## src/cmpmx_defs.svh

```systemverilog
// constants for the comparator-1 mode / input-mux register block
// assumes an 8-bit special-function bus with one-cycle write and read strobes
// Behaviour
// (RL1) mode bit 7 reads one always
// (RL2) mode bits 6, 3:2 read zero
// (RL3) falling-edge interrupt only when its enable set
// (RL4) two-bit mode sets response versus power
// (RL5) per-comparator select register picks mux inputs
// (RL6) supply divider powered only while selected
// (RL7) comparator outputs routable to either timer
// (RL8) rising flag set by hardware, software clears
// (RL9) falling flag set by hardware, software clears
// (RL10) interrupt when any flag with enable set
`ifndef CMPMX_DEFS_SVH
`define CMPMX_DEFS_SVH

// ==========================================================
// register addresses
`define CMPMX_ADDR_CTRL   8'h9A
`define CMPMX_ADDR_ROUTE  8'h9B
`define CMPMX_ADDR_MODE   8'h9C
`define CMPMX_ADDR_SEL1   8'h9E
`define CMPMX_ADDR_SEL0   8'h9F

// ==========================================================
// reset values
`define CMPMX_MODE_RST    8'h82
`define CMPMX_SEL_RST     8'hFF
`define CMPMX_CTRL_RST    8'h00
`define CMPMX_ROUTE_RST   4'h0

// ==========================================================
// field positions
`define CMPMX_MODE_RSVD   7
`define CMPMX_MODE_RIE    5
`define CMPMX_MODE_FIE    4
`define CMPMX_CTRL_EN     7
`define CMPMX_CTRL_OUT    6
`define CMPMX_CTRL_RIF    5
`define CMPMX_CTRL_FIF    4
`define CMPMX_ROUTE_T2SRC 0
`define CMPMX_ROUTE_T2EN  1
`define CMPMX_ROUTE_T3SRC 2
`define CMPMX_ROUTE_T3EN  3

// ==========================================================
// mux code that selects the supply divided by two
`define CMPMX_DIV_CODE    4'hD

`endif

```

## src/cmpmx_pkg.sv

```systemverilog
// types shared by the comparator-1 mode / input-mux block
// assumes cmpmx_defs.svh supplies the numeric constants
package cmpmx_pkg;

  // ==========================================================
  // response time versus power modes
  typedef enum logic [1:0] {
    CMPMX_MODE_FAST = 2'h0,
    CMPMX_MODE_MID1 = 2'h1,
    CMPMX_MODE_MID2 = 2'h2,
    CMPMX_MODE_SLOW = 2'h3
  } cmpmx_mode_e;

  // input select pair of one comparator, as laid out in its register
  typedef struct packed {
    logic [3:0] neg;
    logic [3:0] pos;
  } cmpmx_sel_s;

endpackage

```

## src/cmpmx_regs.sv

```systemverilog
// comparator-1 mode, edge flags, interrupt and input-mux control registers
// assumes one-cycle sfr_wr / sfr_rd strobes on sys_clk; read data valid one cycle after sfr_rd
`timescale 1ns/100ps
`include "cmpmx_defs.svh"
module cmpmx_regs (
  input  wire logic                sys_clk,
  input  wire logic                rst,
  input  wire logic [7:0]          sfr_addr,
  input  wire logic [7:0]          sfr_wdata,
  input  wire logic                sfr_wr,
  input  wire logic                sfr_rd,
  output logic [7:0]               sfr_rdata,
  input  wire logic                cmp0_async,
  input  wire logic                cmp1_async,
  output logic                     cmp1_irq,
  output logic                     cmp1_enable,
  output logic [3:0]               cmp1_hysteresis,
  output cmpmx_pkg::cmpmx_mode_e   response_power_mode,
  output cmpmx_pkg::cmpmx_sel_s    comparator0_input_select,
  output cmpmx_pkg::cmpmx_sel_s    comparator1_input_select,
  output logic                     divider_enable,
  output logic                     timer2_capture,
  output logic                     timer3_capture
);
  import cmpmx_pkg::*;

  // reset words held as typed constants so single fields can be picked out of them
  localparam logic [7:0] MODE_RST = `CMPMX_MODE_RST;
  localparam logic [7:0] CTRL_RST = `CMPMX_CTRL_RST;

  logic       rise_irq_enable;
  logic       fall_irq_enable;
  logic       rise_event_flag;
  logic       fall_event_flag;
  logic [3:0] timer_route;
  logic       cmp0_level;
  logic       cmp1_level;
  logic       cmp1_rise;
  logic       cmp1_fall;
  logic       wr_ctrl;
  logic       wr_mode;
  logic       wr_route;
  logic       wr_sel0;
  logic       wr_sel1;
  logic [7:0] next_rdata;

  // ==========================================================
  // helpers
  // true when either input of a comparator picks the supply divider
  function automatic logic picks_divider(input cmpmx_sel_s s);
    picks_divider = (s.pos == `CMPMX_DIV_CODE) || (s.neg == `CMPMX_DIV_CODE);
  endfunction

  // timer source: comparator 0 or 1, gated by the route enable
  function automatic logic route_pick(input logic en, input logic src, input logic c0, input logic c1);
    route_pick = en & (src ? c1 : c0);
  endfunction

  // ==========================================================
  // comparator output synchronisers
  cmpmx_sync_edge u_sync0 (
    .sys_clk  (sys_clk),
    .rst      (rst),
    .async_in (cmp0_async),
    .level    (cmp0_level),
    .rise     (),
    .fall     ()
  );

  cmpmx_sync_edge u_sync1 (
    .sys_clk  (sys_clk),
    .rst      (rst),
    .async_in (cmp1_async),
    .level    (cmp1_level),
    .rise     (cmp1_rise),
    .fall     (cmp1_fall)
  );

  // ==========================================================
  // address decode
  assign wr_ctrl  = sfr_wr && (sfr_addr == `CMPMX_ADDR_CTRL);
  assign wr_mode  = sfr_wr && (sfr_addr == `CMPMX_ADDR_MODE);
  assign wr_route = sfr_wr && (sfr_addr == `CMPMX_ADDR_ROUTE);
  assign wr_sel0  = sfr_wr && (sfr_addr == `CMPMX_ADDR_SEL0);
  assign wr_sel1  = sfr_wr && (sfr_addr == `CMPMX_ADDR_SEL1);

  // ==========================================================
  // mode register; bit 7 and unused bits are not stored at all
  always_ff @(posedge sys_clk or posedge rst) begin
    if (rst) begin
      rise_irq_enable     <= MODE_RST[`CMPMX_MODE_RIE];
      fall_irq_enable     <= MODE_RST[`CMPMX_MODE_FIE];
      response_power_mode <= cmpmx_mode_e'(MODE_RST[1:0]);
    end else if (wr_mode) begin
      rise_irq_enable     <= sfr_wdata[`CMPMX_MODE_RIE];
      fall_irq_enable     <= sfr_wdata[`CMPMX_MODE_FIE];
      response_power_mode <= cmpmx_mode_e'(sfr_wdata[1:0]); // RL4
    end
  end

  // control register: enable and hysteresis
  always_ff @(posedge sys_clk or posedge rst) begin
    if (rst) begin
      cmp1_enable     <= CTRL_RST[`CMPMX_CTRL_EN];
      cmp1_hysteresis <= CTRL_RST[3:0];
    end else if (wr_ctrl) begin
      cmp1_enable     <= sfr_wdata[`CMPMX_CTRL_EN];
      cmp1_hysteresis <= sfr_wdata[3:0];
    end
  end

  // ==========================================================
  // edge flags; an edge in the clearing cycle wins so no event is lost
  always_ff @(posedge sys_clk or posedge rst) begin
    if (rst) begin
      rise_event_flag <= 1'b0;
    end else if (cmp1_rise) begin
      rise_event_flag <= 1'b1; // RL8
    end else if (wr_ctrl) begin
      rise_event_flag <= sfr_wdata[`CMPMX_CTRL_RIF]; // RL8
    end
  end

  always_ff @(posedge sys_clk or posedge rst) begin
    if (rst) begin
      fall_event_flag <= 1'b0;
    end else if (cmp1_fall) begin
      fall_event_flag <= 1'b1; // RL9
    end else if (wr_ctrl) begin
      fall_event_flag <= sfr_wdata[`CMPMX_CTRL_FIF]; // RL9
    end
  end

  // interrupt request, registered so the output comes from a flop
  always_ff @(posedge sys_clk or posedge rst) begin
    if (rst) begin
      cmp1_irq <= 1'b0;
    end else begin
      cmp1_irq <= (rise_event_flag & rise_irq_enable) | (fall_event_flag & fall_irq_enable); // RL3 RL10
    end
  end

  // ==========================================================
  // input select registers, one per comparator
  always_ff @(posedge sys_clk or posedge rst) begin
    if (rst) begin
      comparator0_input_select <= `CMPMX_SEL_RST;
    end else if (wr_sel0) begin
      comparator0_input_select <= sfr_wdata; // RL5
    end
  end

  always_ff @(posedge sys_clk or posedge rst) begin
    if (rst) begin
      comparator1_input_select <= `CMPMX_SEL_RST;
    end else if (wr_sel1) begin
      comparator1_input_select <= sfr_wdata; // RL5
    end
  end

  // divider powered only while a mux selects it, saving its bias current
  always_ff @(posedge sys_clk or posedge rst) begin
    if (rst) begin
      divider_enable <= 1'b0;
    end else begin
      divider_enable <= picks_divider(comparator0_input_select) || picks_divider(comparator1_input_select); // RL6
    end
  end

  // ==========================================================
  // timer routing; synchronised levels only, so timers never see metastability
  always_ff @(posedge sys_clk or posedge rst) begin
    if (rst) begin
      timer_route <= `CMPMX_ROUTE_RST;
    end else if (wr_route) begin
      timer_route <= sfr_wdata[3:0];
    end
  end

  always_ff @(posedge sys_clk or posedge rst) begin
    if (rst) begin
      timer2_capture <= 1'b0;
      timer3_capture <= 1'b0;
    end else begin
      timer2_capture <= route_pick(timer_route[`CMPMX_ROUTE_T2EN], timer_route[`CMPMX_ROUTE_T2SRC],
                                   cmp0_level, cmp1_level); // RL7
      timer3_capture <= route_pick(timer_route[`CMPMX_ROUTE_T3EN], timer_route[`CMPMX_ROUTE_T3SRC],
                                   cmp0_level, cmp1_level); // RL7
    end
  end

  // ==========================================================
  // read mux; unmapped addresses read zero
  always_comb begin
    case (sfr_addr)
      `CMPMX_ADDR_MODE: begin
        next_rdata = {1'b1, 1'b0, rise_irq_enable, fall_irq_enable, 2'h0, response_power_mode}; // RL1 RL2
      end
      `CMPMX_ADDR_CTRL: begin
        next_rdata = {cmp1_enable, cmp1_level, rise_event_flag, fall_event_flag, cmp1_hysteresis};
      end
      `CMPMX_ADDR_ROUTE: begin
        next_rdata = {4'h0, timer_route};
      end
      `CMPMX_ADDR_SEL0: begin
        next_rdata = comparator0_input_select;
      end
      `CMPMX_ADDR_SEL1: begin
        next_rdata = comparator1_input_select;
      end
      default: begin
        next_rdata = 8'h00;
      end
    endcase
  end

  // read data held until the next read strobe
  always_ff @(posedge sys_clk or posedge rst) begin
    if (rst) begin
      sfr_rdata <= 8'h00;
    end else if (sfr_rd) begin
      sfr_rdata <= next_rdata;
    end
  end
endmodule

```

## src/cmpmx_sync_edge.sv

```systemverilog
// synchroniser and edge detector for one asynchronous comparator output
// assumes the input is an analog comparator level with no relation to sys_clk
`timescale 1ns/100ps
module cmpmx_sync_edge (
  input  wire logic sys_clk,
  input  wire logic rst,
  input  wire logic async_in,
  output logic      level,
  output logic      rise,
  output logic      fall
);

  logic meta;
  logic prev;

  // ==========================================================
  // two-flop synchroniser; meta feeds only the second flop
  always_ff @(posedge sys_clk or posedge rst) begin
    if (rst) begin
      meta  <= 1'b0;
      level <= 1'b0;
    end else begin
      meta  <= async_in;
      level <= meta;
    end
  end

  // previous synchronised level for edge detection
  always_ff @(posedge sys_clk or posedge rst) begin
    if (rst) begin
      prev <= 1'b0;
    end else begin
      prev <= level;
    end
  end

  // one-cycle pulses, combinational from flops only
  assign rise = level & ~prev;
  assign fall = ~level & prev;

endmodule

```

## config.mk

```make
export PLATFORM = sky130hd
export DESIGN_NAME = cmpmx_regs
export DESIGN_NICKNAME = d
export VERILOG_FILES = /design/src/cmpmx_pkg.sv /design/src/cmpmx_regs.sv /design/src/cmpmx_sync_edge.sv
export VERILOG_INCLUDE_DIRS = /design/src
export SDC_FILE = /design/constraint.sdc
export NUM_CORES = 1
export LEC_CHECK = 0
export BUFFER_PORTS_ARGS = -buffer_cell sky130_fd_sc_hd__buf_2
export CAP_MARGIN = 20
export CELL_PAD_IN_SITES_DETAIL_PLACEMENT = 1
export CELL_PAD_IN_SITES_GLOBAL_PLACEMENT = 2
export CORE_MARGIN = 2
export CORE_UTILIZATION = 35
export CTS_CLUSTER_SIZE = 24
export DETAILED_ROUTE_END_ITERATION = 10
export PLACE_DENSITY_LB_ADDON = 0.12
export SYNTH_ARGS = -nofsm -noshare
export SYNTH_HDL_FRONTEND = slang
export SYNTH_HIERARCHICAL = 1
export SYNTH_SLANG_ARGS = --single-unit
```

## constraint.sdc

```tcl
create_clock -name sys_clk -period 1.54 [get_ports sys_clk]
set_input_delay 0.154 -clock sys_clk [delete_from_list [all_inputs] [get_ports sys_clk]]
set_output_delay 0.154 -clock sys_clk [all_outputs]
set_load 0.02 [all_outputs]
```

==> Yosys cells after proc, flatten, opt, wreduce, memory -nomap -nowiden <==
Index checks and enable logic that the tools add are counted.
{ "word_totals": {"ff_bits": 48, "out_inout_bits": 35} }
{ "op_classes": {"eq_ne": 9, "n_mux": 7, "n_bitwise": 9, "n_reduce_logical": 10} }
{ "op_table": {"columns": ["operator", "n"], "rows": [
  ["8-bit == test, second input constant", 5],
  ["8-bit case mux with 5 select lines", 1],
  ["4-bit == test, second input constant", 4],
  ["1-bit bitwise AND", 6],
  ["1-bit two-way mux", 6],
  ["1-bit logical AND", 5],
  ["2-bit nonzero test", 2],
  ["1-bit logical OR", 3],
  ["1-bit inverter", 2],
  ["1-bit OR", 1]
]} }

==> Logic depth before layout (Yosys ltp) <==
Gate-level depths: netlist (run 1).
{ "depth": {"word_depth": 4, "ltp_mapped": 5, "depth_no_buf": 3} }

==> By module <==
The synthesis (run 1) kept the hierarchy.
{ "by_module_without_submodules": {"columns": ["mod", "n_inst", "cells_per_inst", "area_per_inst_um2", "seq_area_each_um2"], "rows": [
  ["cmpmx_regs", 1, 155, 2082.0, 1097.3],
  ["cmpmx_sync_edge", 2, 6, 93.8, 75.1]
]} }

==> Worst setup path after synthesis (run 1) <==
OpenSTA, ideal clock, no wires.
{ "synth_path": {"path_kind": "in2reg", "start": "input port sfr_addr[6]", "end": "register timer_route[0]", "setup_ps": 125, "t_arrival_ps": 1376, "t_required_ps": 1415, "setup_slack_ps": 39, "path_stages": 3, "path_buffers": 0, "path_cell_list": "nand4bb_4 > nor4_1 > mux2_2"} }
{ "synth_between": {"elab_chain_len": 2} }
{ "synth_rtl": {"columns": ["item", "line", "rtl"], "rows": [
  ["from (decl)", "cmpmx_regs.sv:8", "input wire logic [7:0] sfr_addr,"],
  ["8-bit == test", null, null],
  ["1-bit logical AND", "cmpmx_regs.sv:83", "assign wr_route = sfr_wr && (sfr_addr == `CMPMX_ADDR_ROUTE);"],
  ["to (signal assigned)", "cmpmx_regs.sv:174", "timer_route <= `CMPMX_ROUTE_RST;"],
  ["to (signal assigned)", "cmpmx_regs.sv:176", "timer_route <= sfr_wdata[3:0];"],
  ["to (decl)", "cmpmx_regs.sv:35", "logic [3:0] timer_route;"]
]} }
No other way between the ends.
A chain may end at the register's enable or synchronous reset.

==> Worst setup path in the final report (run 1) <==
{ "layout_path": {"start": "register timer_route[0]", "end": "register sfr_rdata[0]"} }
{ "layout_between": {"elab_chain_len": 1} }
{ "layout_rtl": {"columns": ["item", "line", "rtl"], "rows": [
  ["8-bit case mux with 5 select lines", "cmpmx_regs.sv:195", "case (sfr_addr)"],
  ["to (signal assigned)", "cmpmx_regs.sv:222", "sfr_rdata <= next_rdata;"],
  ["to (decl)", "cmpmx_regs.sv:12", "output logic [7:0] sfr_rdata,"]
]} }
No other way between the ends.

==> results of run 1 <==
## worst register-to-register path: stages, from the launching register on
cell and delay, ns:
dfrtp_1 0.42, mux2_2 0.27, a222oi_1 0.41, o22ai_1 0.14
## cell usage in the layout, fill, tap and decap left out, types with 4 or more instances in the layout
cell type and n:
mux2i_1 5, nand4b_1 4, mux2_2 35, o22ai_1 6
nor2_1 4, dfstp_2 17, clkbuf_8 5, dfrtp_1 31
inv_1 12, nor2b_1 7, buf_4 14, buf_2 56
## per-stage QoR
stage	cells	hold WS [ns]	power (mW)	instance area (um2)	worst slack (ns)
2_1_floorplan	164	-0.105	1.55	2230	0.0395
3_3_place_gp	306	0.0235	1.68	2690	-0.0506
3_5_place_dp	306	0.0257	1.69	2690	-0.126
4_1_cts	317	0.116	2.46	2810	0.184
5_1_grt	317	0.119	2.54	2810	0.102
6_report	317	0.126	2.42	2810	0.157
## area by class of cell
class	instances	area (um2)
Fill cell	680	3430
Sequential cell	48	1220
Multi-Input combinational cell	98	925
Timing Repair Buffer	74	435
Tap cell	77	96.3
Clock buffer	6	72.6
Inverter	12	45.0
Clock inverter	2	16.3
## final timing paths
path                                startpoint                           to  cells after the start
max in group asynchronous                  rst  comparator0_input_select[3]                      4
worst min register to register    u_sync1/meta                u_sync1/level                      0
worst max register to register  timer_route[0]                 sfr_rdata[0]                      3
worst min-delay path              sfr_wdata[7]                  cmp1_enable                      2
min in group asynchronous                  rst                 u_sync0/meta                      3
worst max-delay path            timer_route[0]                 sfr_rdata[0]                      3
## metal layers
layer  GRT usage  vias to the layer above
li1            -                      750
met1       0.216                      847
met2       0.310                       43
met3      0.0406                        6
met4      0.0396                        0
met5           0                        -
## power groups by stage
| stage | Sequential (mW) | Clock (mW) | Combinational [mW] |
|---|---|---|---|
| 5_1_grt | 1.38 | 0.833 | 0.330 |
| 3_5_place_dp | 1.39 | 0 | 0.302 |
| 6_report | 1.37 | 0.747 | 0.304 |
| 3_3_place_gp | 1.39 | 0 | 0.292 |
| 2_1_floorplan | 1.42 | 0 | 0.132 |
| 4_1_cts | 1.37 | 0.783 | 0.309 |
## state kept, by name (all words and copies together) (netlist names), 2 cells and up
name                      count
comparator0_input_select      8
comparator1_input_select      8
sfr_rdata                     8
cmp1_hysteresis               4
timer_route                   4
response_power_mode           2
==> flow_summary_export.csv, run 1 <==
group,metric,value,unit
critical_path,cp_slowest_stage_delay,0.42,ns
floorplanning,dieArea,7020,um2
critical_path,endpoint_kind,"flip-flop",
cts,cts_resized,0,
global_route,grt_pass1_wl,9.54,mm
timing,slew_viol_final,0,
synthesis,synth_cells,164,
timing,fmax,723,MHz
critical_path,path_class,"reg2reg",
layout,diodes,0,
power_and_ir_drop,p_leak,1.35,nW
floorplanning,dieWidth,83.8,um
synthesis,mappedNetlistArea,2230,um2
synthesis,ys_warn_count,6,
route,drt_iter0_markers,75,
critical_path,critPathTopFamily,"compound AO/OA/AOI/OAI gates",
power_and_ir_drop,p_clk_frac,0.309,
critical_path,crit_slowest_cell,"dfrtp_1",
placed_design,gp_congestion,0.794,
timing,hold_viol_final,0,
route,top_layer_used,"met4",
power_and_ir_drop,power_frac_comb,0.126,
floorplanning,io_pins,57,
layout,area.growth.synth_to_final,26.2,%
global_route,track_usage,0.175,
floorplanning,num_rows,29,
critical_path,cp_num_buf_inv,0,
route,wl_per_cell,18.8,um
cts,post-cts-setup-buffer-count,0,
layout,fin_util,0.451,
global_route,antenna_found_initial,0,
synthesis,syn_avg_cell_area,13.6,um2
cts,cts_sinks,48,
run_status,status,"completed",
power_and_ir_drop,internal-power,1.78,mW
power_and_ir_drop,seq_power_share,0.566,
layout,drive_gt1_frac,0.575,
route,drcViolationCount,0,
route,wl,5.96,mm
timing,fin_crit_sh,0.898,
synthesis,syn-num-nets,186,
critical_path,cp-start-kind,"flip-flop",
global_route,grt_max_degree,44,
timing,finalSetupTns,0,ns
cts,cts_tree,"yes",
route,via_per_inst,5.19,
critical_path,worstPathCellList,"mux2_2 > a222oi_1 > o22ai_1",
route,drtPass1Iterations,5,
power_and_ir_drop,p_switching,635,uW
critical_path,rrSetupSlack,0.16,ns
placed_design,io_buffer_count,56,
job,drv_cap,0,
power_and_ir_drop,swShare,0.263,
cts,clk_path_buf_depth,2,
timing,rsz0062_at_grt,"no",
timing,slew_headroom,0.630,
placed_design,dp_hpwl,4.63,mm
cts,htree_levels,2,
cts,clk_pin_slew,0.09,ns
power_and_ir_drop,power.density,860,nW/um2
timing,clock_skew,0.00799,ns
cts,cts_root_buffer,"clkbuf_8",
global_route,gr-total-overflow,0,
layout,layout.nets,261,
timing,fin_crit,1.38,ns
floorplanning,core_area,6240,um2
route,vias,1646,
timing,worstMarginPinSlew,0.554,ns
critical_path,cp.arrival,1.54,ns
route,drtAntennaViolNets,0,
route,wl_met3,235,um
floorplanning,die_h,83.8,um
timing,setup_violations,0,
floorplanning,start_util,0.357,
route,wl_met1,2.54,mm
critical_path,critPathMaxFanout,3,
global_route,grt_pass1_vias,1790,
power_and_ir_drop,vdd_drop_max,0.000398,V
cts,cts_buffers,5,
critical_path,required,1.70,ns
route,met2_length,3.12,mm
cts,cts_hold_buf,3,
cts,insertion_delay,0.30,ns
min_path,min_path_type,"in2reg",
Note: power is estimated with default switching activity, not from simulation.
==> run 2, diff against run 1 <==
- CORE_MARGIN: 2 -> unset
==> run 2 against run 1 <==
Sequential share of layout area shrank 0.15 points. Die area shrank 4.7%. Global-route usage grew 0.75 points. Count of clock-buffer cells in the layout shrank 1. Critical endpoint is now response_power_mode[0]. Largest cell class unchanged.
==> flow_summary_export.csv, run 2 (synthesis gave the netlist of run 1 again) <==
group,metric,value,unit
route,drtPass1Iterations,4,
cts,cts_buffers,5,
timing,rsz0062_at_grt,"no",
cts,cts_resized,0,
layout,diodes,0,
power_and_ir_drop,p_leak,1.37,nW
cts,clk_pin_slew,0.09,ns
critical_path,r2r-start,"timer_route[0]",
placed_design,dp_hpwl,4.35,mm
layout,final_cell_area,2820,um2
min_path,holdPathStages,2,
route,drt_iter0_markers,112,
floorplanning,dieWidth,81.8,um
timing,fmax,748,MHz
critical_path,cp.arrival,1.53,ns
cts,insertion_delay,0.30,ns
timing,clock_skew,0.00500,ns
min_path,holdPathEnd,"comparator0_input_select[6]",
placed_design,pre_cts_ws,-0.119,ns
timing,worstMarginPinSlew,0.550,ns
timing,worst_slack,0.203,ns
placed_design,placed_area,2700,um2
layout,reg.largest.list,"comparator0_input_select: 8 flops, comparator1_input_select: 8 flops, sfr_rdata: 8 flops",
route,drcViolationCount,0,
critical_path,critPathMaxFanout,7,
timing,hold_viol_final,0,
placed_design,gp_congestion,0.771,
critical_path,endpoint_kind,"flip-flop",
global_route,grt_pass1_wl,8.73,mm
global_route,grt_max_degree,44,
floorplanning,die_h,81.8,um
layout,fillerInstances,660,
floorplanning,num_rows,28,
layout,layout_commonest_cell,"buf_2",
cts,cts_tree,"yes",
timing,fin_crit,1.34,ns
layout,multi_input_area,925,um2
cts,htree_levels,2,
timing,setup_violations,0,
floorplanning,io_pins,57,
power_and_ir_drop,vdd_drop_max,0.000590,V
placed_design,dp.cells,307,
critical_path,cp-start-kind,"input pin",
floorplanning,core_area,6030,um2
critical_path,reg2reg_to,"sfr_rdata[0]",
global_route,antenna_found_initial,0,
layout,final_cell_mix,"buf_2 (56), mux2_2 (35), dfrtp_1 (31), buf_4 (18), dfstp_2 (17)",
route,vias,1616,
critical_path,required,1.73,ns
layout,drive_gt1_frac,0.584,
route,drtAntennaViolNets,0,
layout,regArea,1220,um2
cts,cts_sinks,48,
job,drv_cap,0,
route,wl,5.65,mm
layout,area.growth.synth_to_final,26.6,%
critical_path,rrSetupSlack,0.23,ns
timing,finalSetupTns,0,ns
power_and_ir_drop,power.density,861,nW/um2
global_route,track_usage,0.182,
min_path,hp-start,"sfr_wdata[6]",
cts,clk_path_buf_depth,2,
route,wl_per_cell,17.8,um
floorplanning,start_util,0.370,
run_status,status,"completed",
timing,hold-worst-slack,0.117,ns
placed_design,io_buffer_count,56,
global_route,grt_pass1_vias,1667,
global_route,gr-total-overflow,0,
timing,fin_crit_sh,0.868,
critical_path,path_class,"in2reg",
layout,layout.nets,264,
critical_path,r2r_cells,3,
route,via_per_inst,5.08,
timing,slew_headroom,0.633,
floorplanning,dieArea,6690,um2
timing,slew_viol_final,0,
min_path,min_path_type,"in2reg",
cts,cts_root_buffer,"clkbuf_8",
layout,final_cells,318,
[run 2: changes by cell type in the layout (fill, tap and decap cells not counted), sizes merged]
cell	change
buf	+3
clkbuf	-1
clkinv	+1
clkinvlp	-1
inv	+1
[run 2: final cells by class]
| type | count | area share |
|---|---|---|
| clock buffer | 5 | 0.0244 |
| clock inverter | 3 | 0.00798 |
| inverter | 12 | 0.0160 |
| multi-input combinational | 98 | 0.328 |
| sequential | 48 | 0.433 |
| tap | 75 | 0.0332 |
| timing repair buffer | 77 | 0.158 |
[run 2: routing by layer]
metal  global-route usage  up-vias  wire length [um]
met4               0.0474        0                51
met3               0.0433        5               205
met5                    0        -                 0
li1                     -      754                 -
met1                0.238      824              2550
met2                0.302       33              2840
[run 2: critical path, cell delays in order]
cell     delay, ns
buf_2         0.16
nor3b_1       0.28
nor3b_1       0.41
buf_4         0.20
mux2_2        0.32
[run 2: how the worst max path moves through the flow]
stage | from | cells after the start | end | slack, ns
after floorplan | sfr_addr[6] | 3 | timer_route[0] | 0.04
final | sfr_addr[0] | 5 | response_power_mode[0] | 0.20
after global placement | sfr_addr[2] | 5 | rise_irq_enable | -0.11
after detailed placement | sfr_addr[0] | 5 | response_power_mode[0] | -0.12
after CTS | sfr_addr[0] | 5 | response_power_mode[0] | 0.19
after global routing | sfr_addr[0] | 5 | response_power_mode[0] | 0.09
[run 2: stage by stage]
stage / total power [mW] / utilization
floorplan: 1.55 / -
global placement: 1.68 / 0.448
detailed placement: 1.69 / 0.448
CTS: 2.47 / 0.468
global route: 2.55 / 0.468
finish: 2.43 / 0.468
[run 2: power breakdown]
part	switching (mW)	total, mW	internal, mW	leakage [nW]
registers	0.0426	1.37	1.33	0.584
clock network	0.436	0.761	0.326	0.0485
logic	0.167	0.301	0.134	0.740
[run 2: repair_timing]
action	in CTS	in global routing
hold endpoints to repair	7	0
buffers inserted	0	0
hold buffers	3	0
endpoints found under the setup margin	0	0
==> run 3, diff against run 2 <==
- CORE_UTILIZATION: 35 -> 34
- SYNTH_HIERARCHICAL: 1 -> unset
==> run 3 against run 2 <==
Utilization is 0.90 points lower. Area after synthesis decreased by 4.6%. Synthesized cell count decreased by 7.3%. Flip-flop and latch count stayed put. First-iteration DRC count down 75%. Global-route usage is 0.93 points higher. Sequential power is essentially flat. Total power up 4.6%. Final cell count fell by 4.7%. Highest routed layer unchanged.
==> flow_summary_export.csv, run 3 <==
group,metric,value,unit
global_route,grt_max_degree,49,
placed_design,gp_congestion,0.737,
synthesis,synth_flop_cell,"dfrtp_1",
critical_path,path_class,"reg2reg",
layout,diodes,0,
layout,final_cell_mix,"buf_2 (56), dfrtp_1 (31), mux2_2 (30), dfstp_2 (17), buf_4 (12)",
critical_path,reg2reg_to,"sfr_rdata[4]",
route,wl,5.71,mm
critical_path,r2r_cells,4,
route,drcViolationCount,0,
timing,fin_crit_sh,0.903,
power_and_ir_drop,internal-power,1.93,mW
cts,clk_pin_slew,0.09,ns
timing,slew_viol_final,0,
critical_path,cp.arrival,1.58,ns
layout,layout_commonest_cell,"buf_2",
cts,cts_buffers,5,
floorplanning,dieWidth,81.1,um
floorplanning,die_h,81.1,um
cts,cts_root_buffer,"clkbuf_8",
timing,hold-worst-slack,0.0980,ns
timing,rsz0062_at_grt,"no",
synthesis,mappedNetlistArea,2130,um2
run_status,status,"completed",
synthesis,syn_avg_cell_area,14.0,um2
critical_path,rrSetupSlack,0.15,ns
layout,reg.largest.list,"comparator0_input_select: 8 flops, comparator1_input_select: 8 flops, sfr_rdata: 8 flops",
power_and_ir_drop,seq_power_share,0.539,
power_and_ir_drop,p_leak,1.37,nW
cts,cts_tree,"yes",
synthesis,ys_seq_area_frac,0.575,
timing,finalSetupTns,0,ns
route,wl_per_cell,18.8,um
timing,fmax,719,MHz
min_path,holdPathStages,2,
critical_path,cp-start-kind,"flip-flop",
route,drtPass1Iterations,5,
cts,htree_levels,2,
cts,insertion_delay,0.30,ns
synthesis,async_reset_ff_frac,1.00,
layout,multi_input_area,858,um2
synthesis,synth_cells,152,
layout,fillerInstances,625,
cts,cts_sinks,48,
synthesis,yosysTopAreaCell,"dfrtp_1",
timing,slew_headroom,0.784,
route,drt_iter0_markers,28,
timing,fin_crit,1.39,ns
route,via_per_inst,5.16,
power_and_ir_drop,power_frac_comb,0.111,
power_and_ir_drop,swShare,0.241,
critical_path,r2r-start,"comparator0_input_select[4]",
global_route,gr-total-overflow,0,
floorplanning,start_util,0.355,
power_and_ir_drop,p_switching,613,uW
layout,fin_util,0.459,
min_path,hp-start,"sfr_wdata[6]",
placed_design,dp_hpwl,4.33,mm
power_and_ir_drop,p_clk_frac,0.351,
layout,layout.nets,249,
layout,regArea,1220,um2
floorplanning,io_pins,57,
timing,clock_skew,0.00400,ns
synthesis,synth-seq-cells,48,
synthesis,synth.most_common_cell,"dfrtp_1",
power_and_ir_drop,power.density,923,nW/um2
floorplanning,num_rows,28,
cts,clk_path_buf_depth,2,
critical_path,critPathMaxFanout,4,
synthesis,synth_common_cells,"dfrtp_1 (31), mux2_2 (30), dfstp_2 (17), inv_1 (8)",
timing,worstMarginPinSlew,0.324,ns
power_and_ir_drop,vdd_drop_max,0.000501,V
min_path,min_path_type,"in2reg",
placed_design,io_buffer_count,56,
floorplanning,core_area,5990,um2
synthesis,synth_edf_count,0,
route,drtAntennaViolNets,0,
critical_path,required,1.73,ns
layout,area.growth.synth_to_final,29.4,%
floorplanning,dieArea,6580,um2
synthesis,ys_warn_count,0,
critical_path,endpoint_kind,"flip-flop",
synthesis,yosysTopAreaCellShare,0.365,
route,vias,1562,
synthesis,ys_top_cells_by_area,"dfrtp_1 (36%), dfstp_2 (21%), mux2_2 (16%)",
min_path,holdPathEnd,"comparator1_input_select[6]",
global_route,grt_pass1_vias,1681,
global_route,grt_pass1_wl,9.08,mm
global_route,track_usage,0.191,
timing,setup_violations,0,
timing,hold_viol_final,0,
layout,drive_gt1_frac,0.583,
synthesis,synth_cell_types,33,
job,drv_cap,0,
synthesis,syn-num-nets,174,
global_route,antenna_found_initial,0,
## run 3: area by class of cell
class,instances,area share
clock inverters,2,0.0127
clock buffers,6,0.0264
multi-input cells,91,0.312
inverters,8,0.0109
well taps,75,0.0341
flip-flops and latches,48,0.444
repair buffers,73,0.160
## run 3: cell families (layout without fill, tap and decap cells)
| group | Yosys count | in the layout | share of synthesized area |
|---|---|---|---|
| DFF | 48 | 48 | 0.575 |
| muxes | 40 | 40 | 0.230 |
| AOI/OAI and AO/OA | 20 | 20 | 0.0694 |
| buffers and inverters | 13 | 89 | 0.0241 |
| and+or+nand+nor | 31 | 31 | 0.102 |
## run 3: how the worst max path moves through the flow
stage / from / to / slack [ns] / cells past startpoint
detailed placement: sfr_addr[5] / comparator1_input_select[1] / -0.21 / 6
global placement: sfr_addr[5] / comparator1_input_select[6] / -0.10 / 6
floorplan: sfr_addr[5] / comparator1_input_select[1] / 0.04 / 5
finish: comparator0_input_select[4] / sfr_rdata[4] / 0.15 / 4
global route: comparator0_input_select[4] / sfr_rdata[4] / 0.11 / 4
CTS: sfr_addr[5] / comparator1_input_select[5] / 0.11 / 6
## run 3: power by group through the flow
stage | Combinational [mW] | Clock, mW | Sequential [mW]
5_1_grt | 0.306 | 0.964 | 1.38
4_1_cts | 0.286 | 0.924 | 1.37
3_3_place_gp | 0.271 | 0 | 1.39
3_5_place_dp | 0.279 | 0 | 1.39
2_1_floorplan | 0.113 | 0 | 1.42
6_report | 0.281 | 0.892 | 1.37
## run 3: timing repair
item                                   in CTS  in global routing
resized for setup                           0                  1
endpoints found under the hold margin      33                  0
setup endpoints to repair                   0                  3
hold buffers                                3                  0
buffers inserted                            0                  0
## run 3: per-layer routing
layer / up-vias / GRT usage / wire [um]
li1: 722 / - / -
met1: 795 / 0.249 / 2640
met2: 40 / 0.321 / 2800
met3: 5 / 0.0404 / 210
met4: 0 / 0.0554 / 58
met5: - / 0 / 0
## run 3: metrics by stage
step	setup WS, ns	std cells	area (um2)	power [mW]
finish	0.150	303	2750	2.54
global route	0.106	303	2750	2.65
CTS	0.107	303	2750	2.58
detailed placement	-0.208	292	2610	1.67
global placement	-0.103	292	2610	1.66
floorplan	0.0403	152	2130	1.53
## run 3: worst max-delay path, stage by stage, from the launching register on
cell      delay (ns)
dfstp_2         0.39
mux2_2          0.27
a222oi_1        0.32
a21oi_1         0.08
a41o_1          0.21
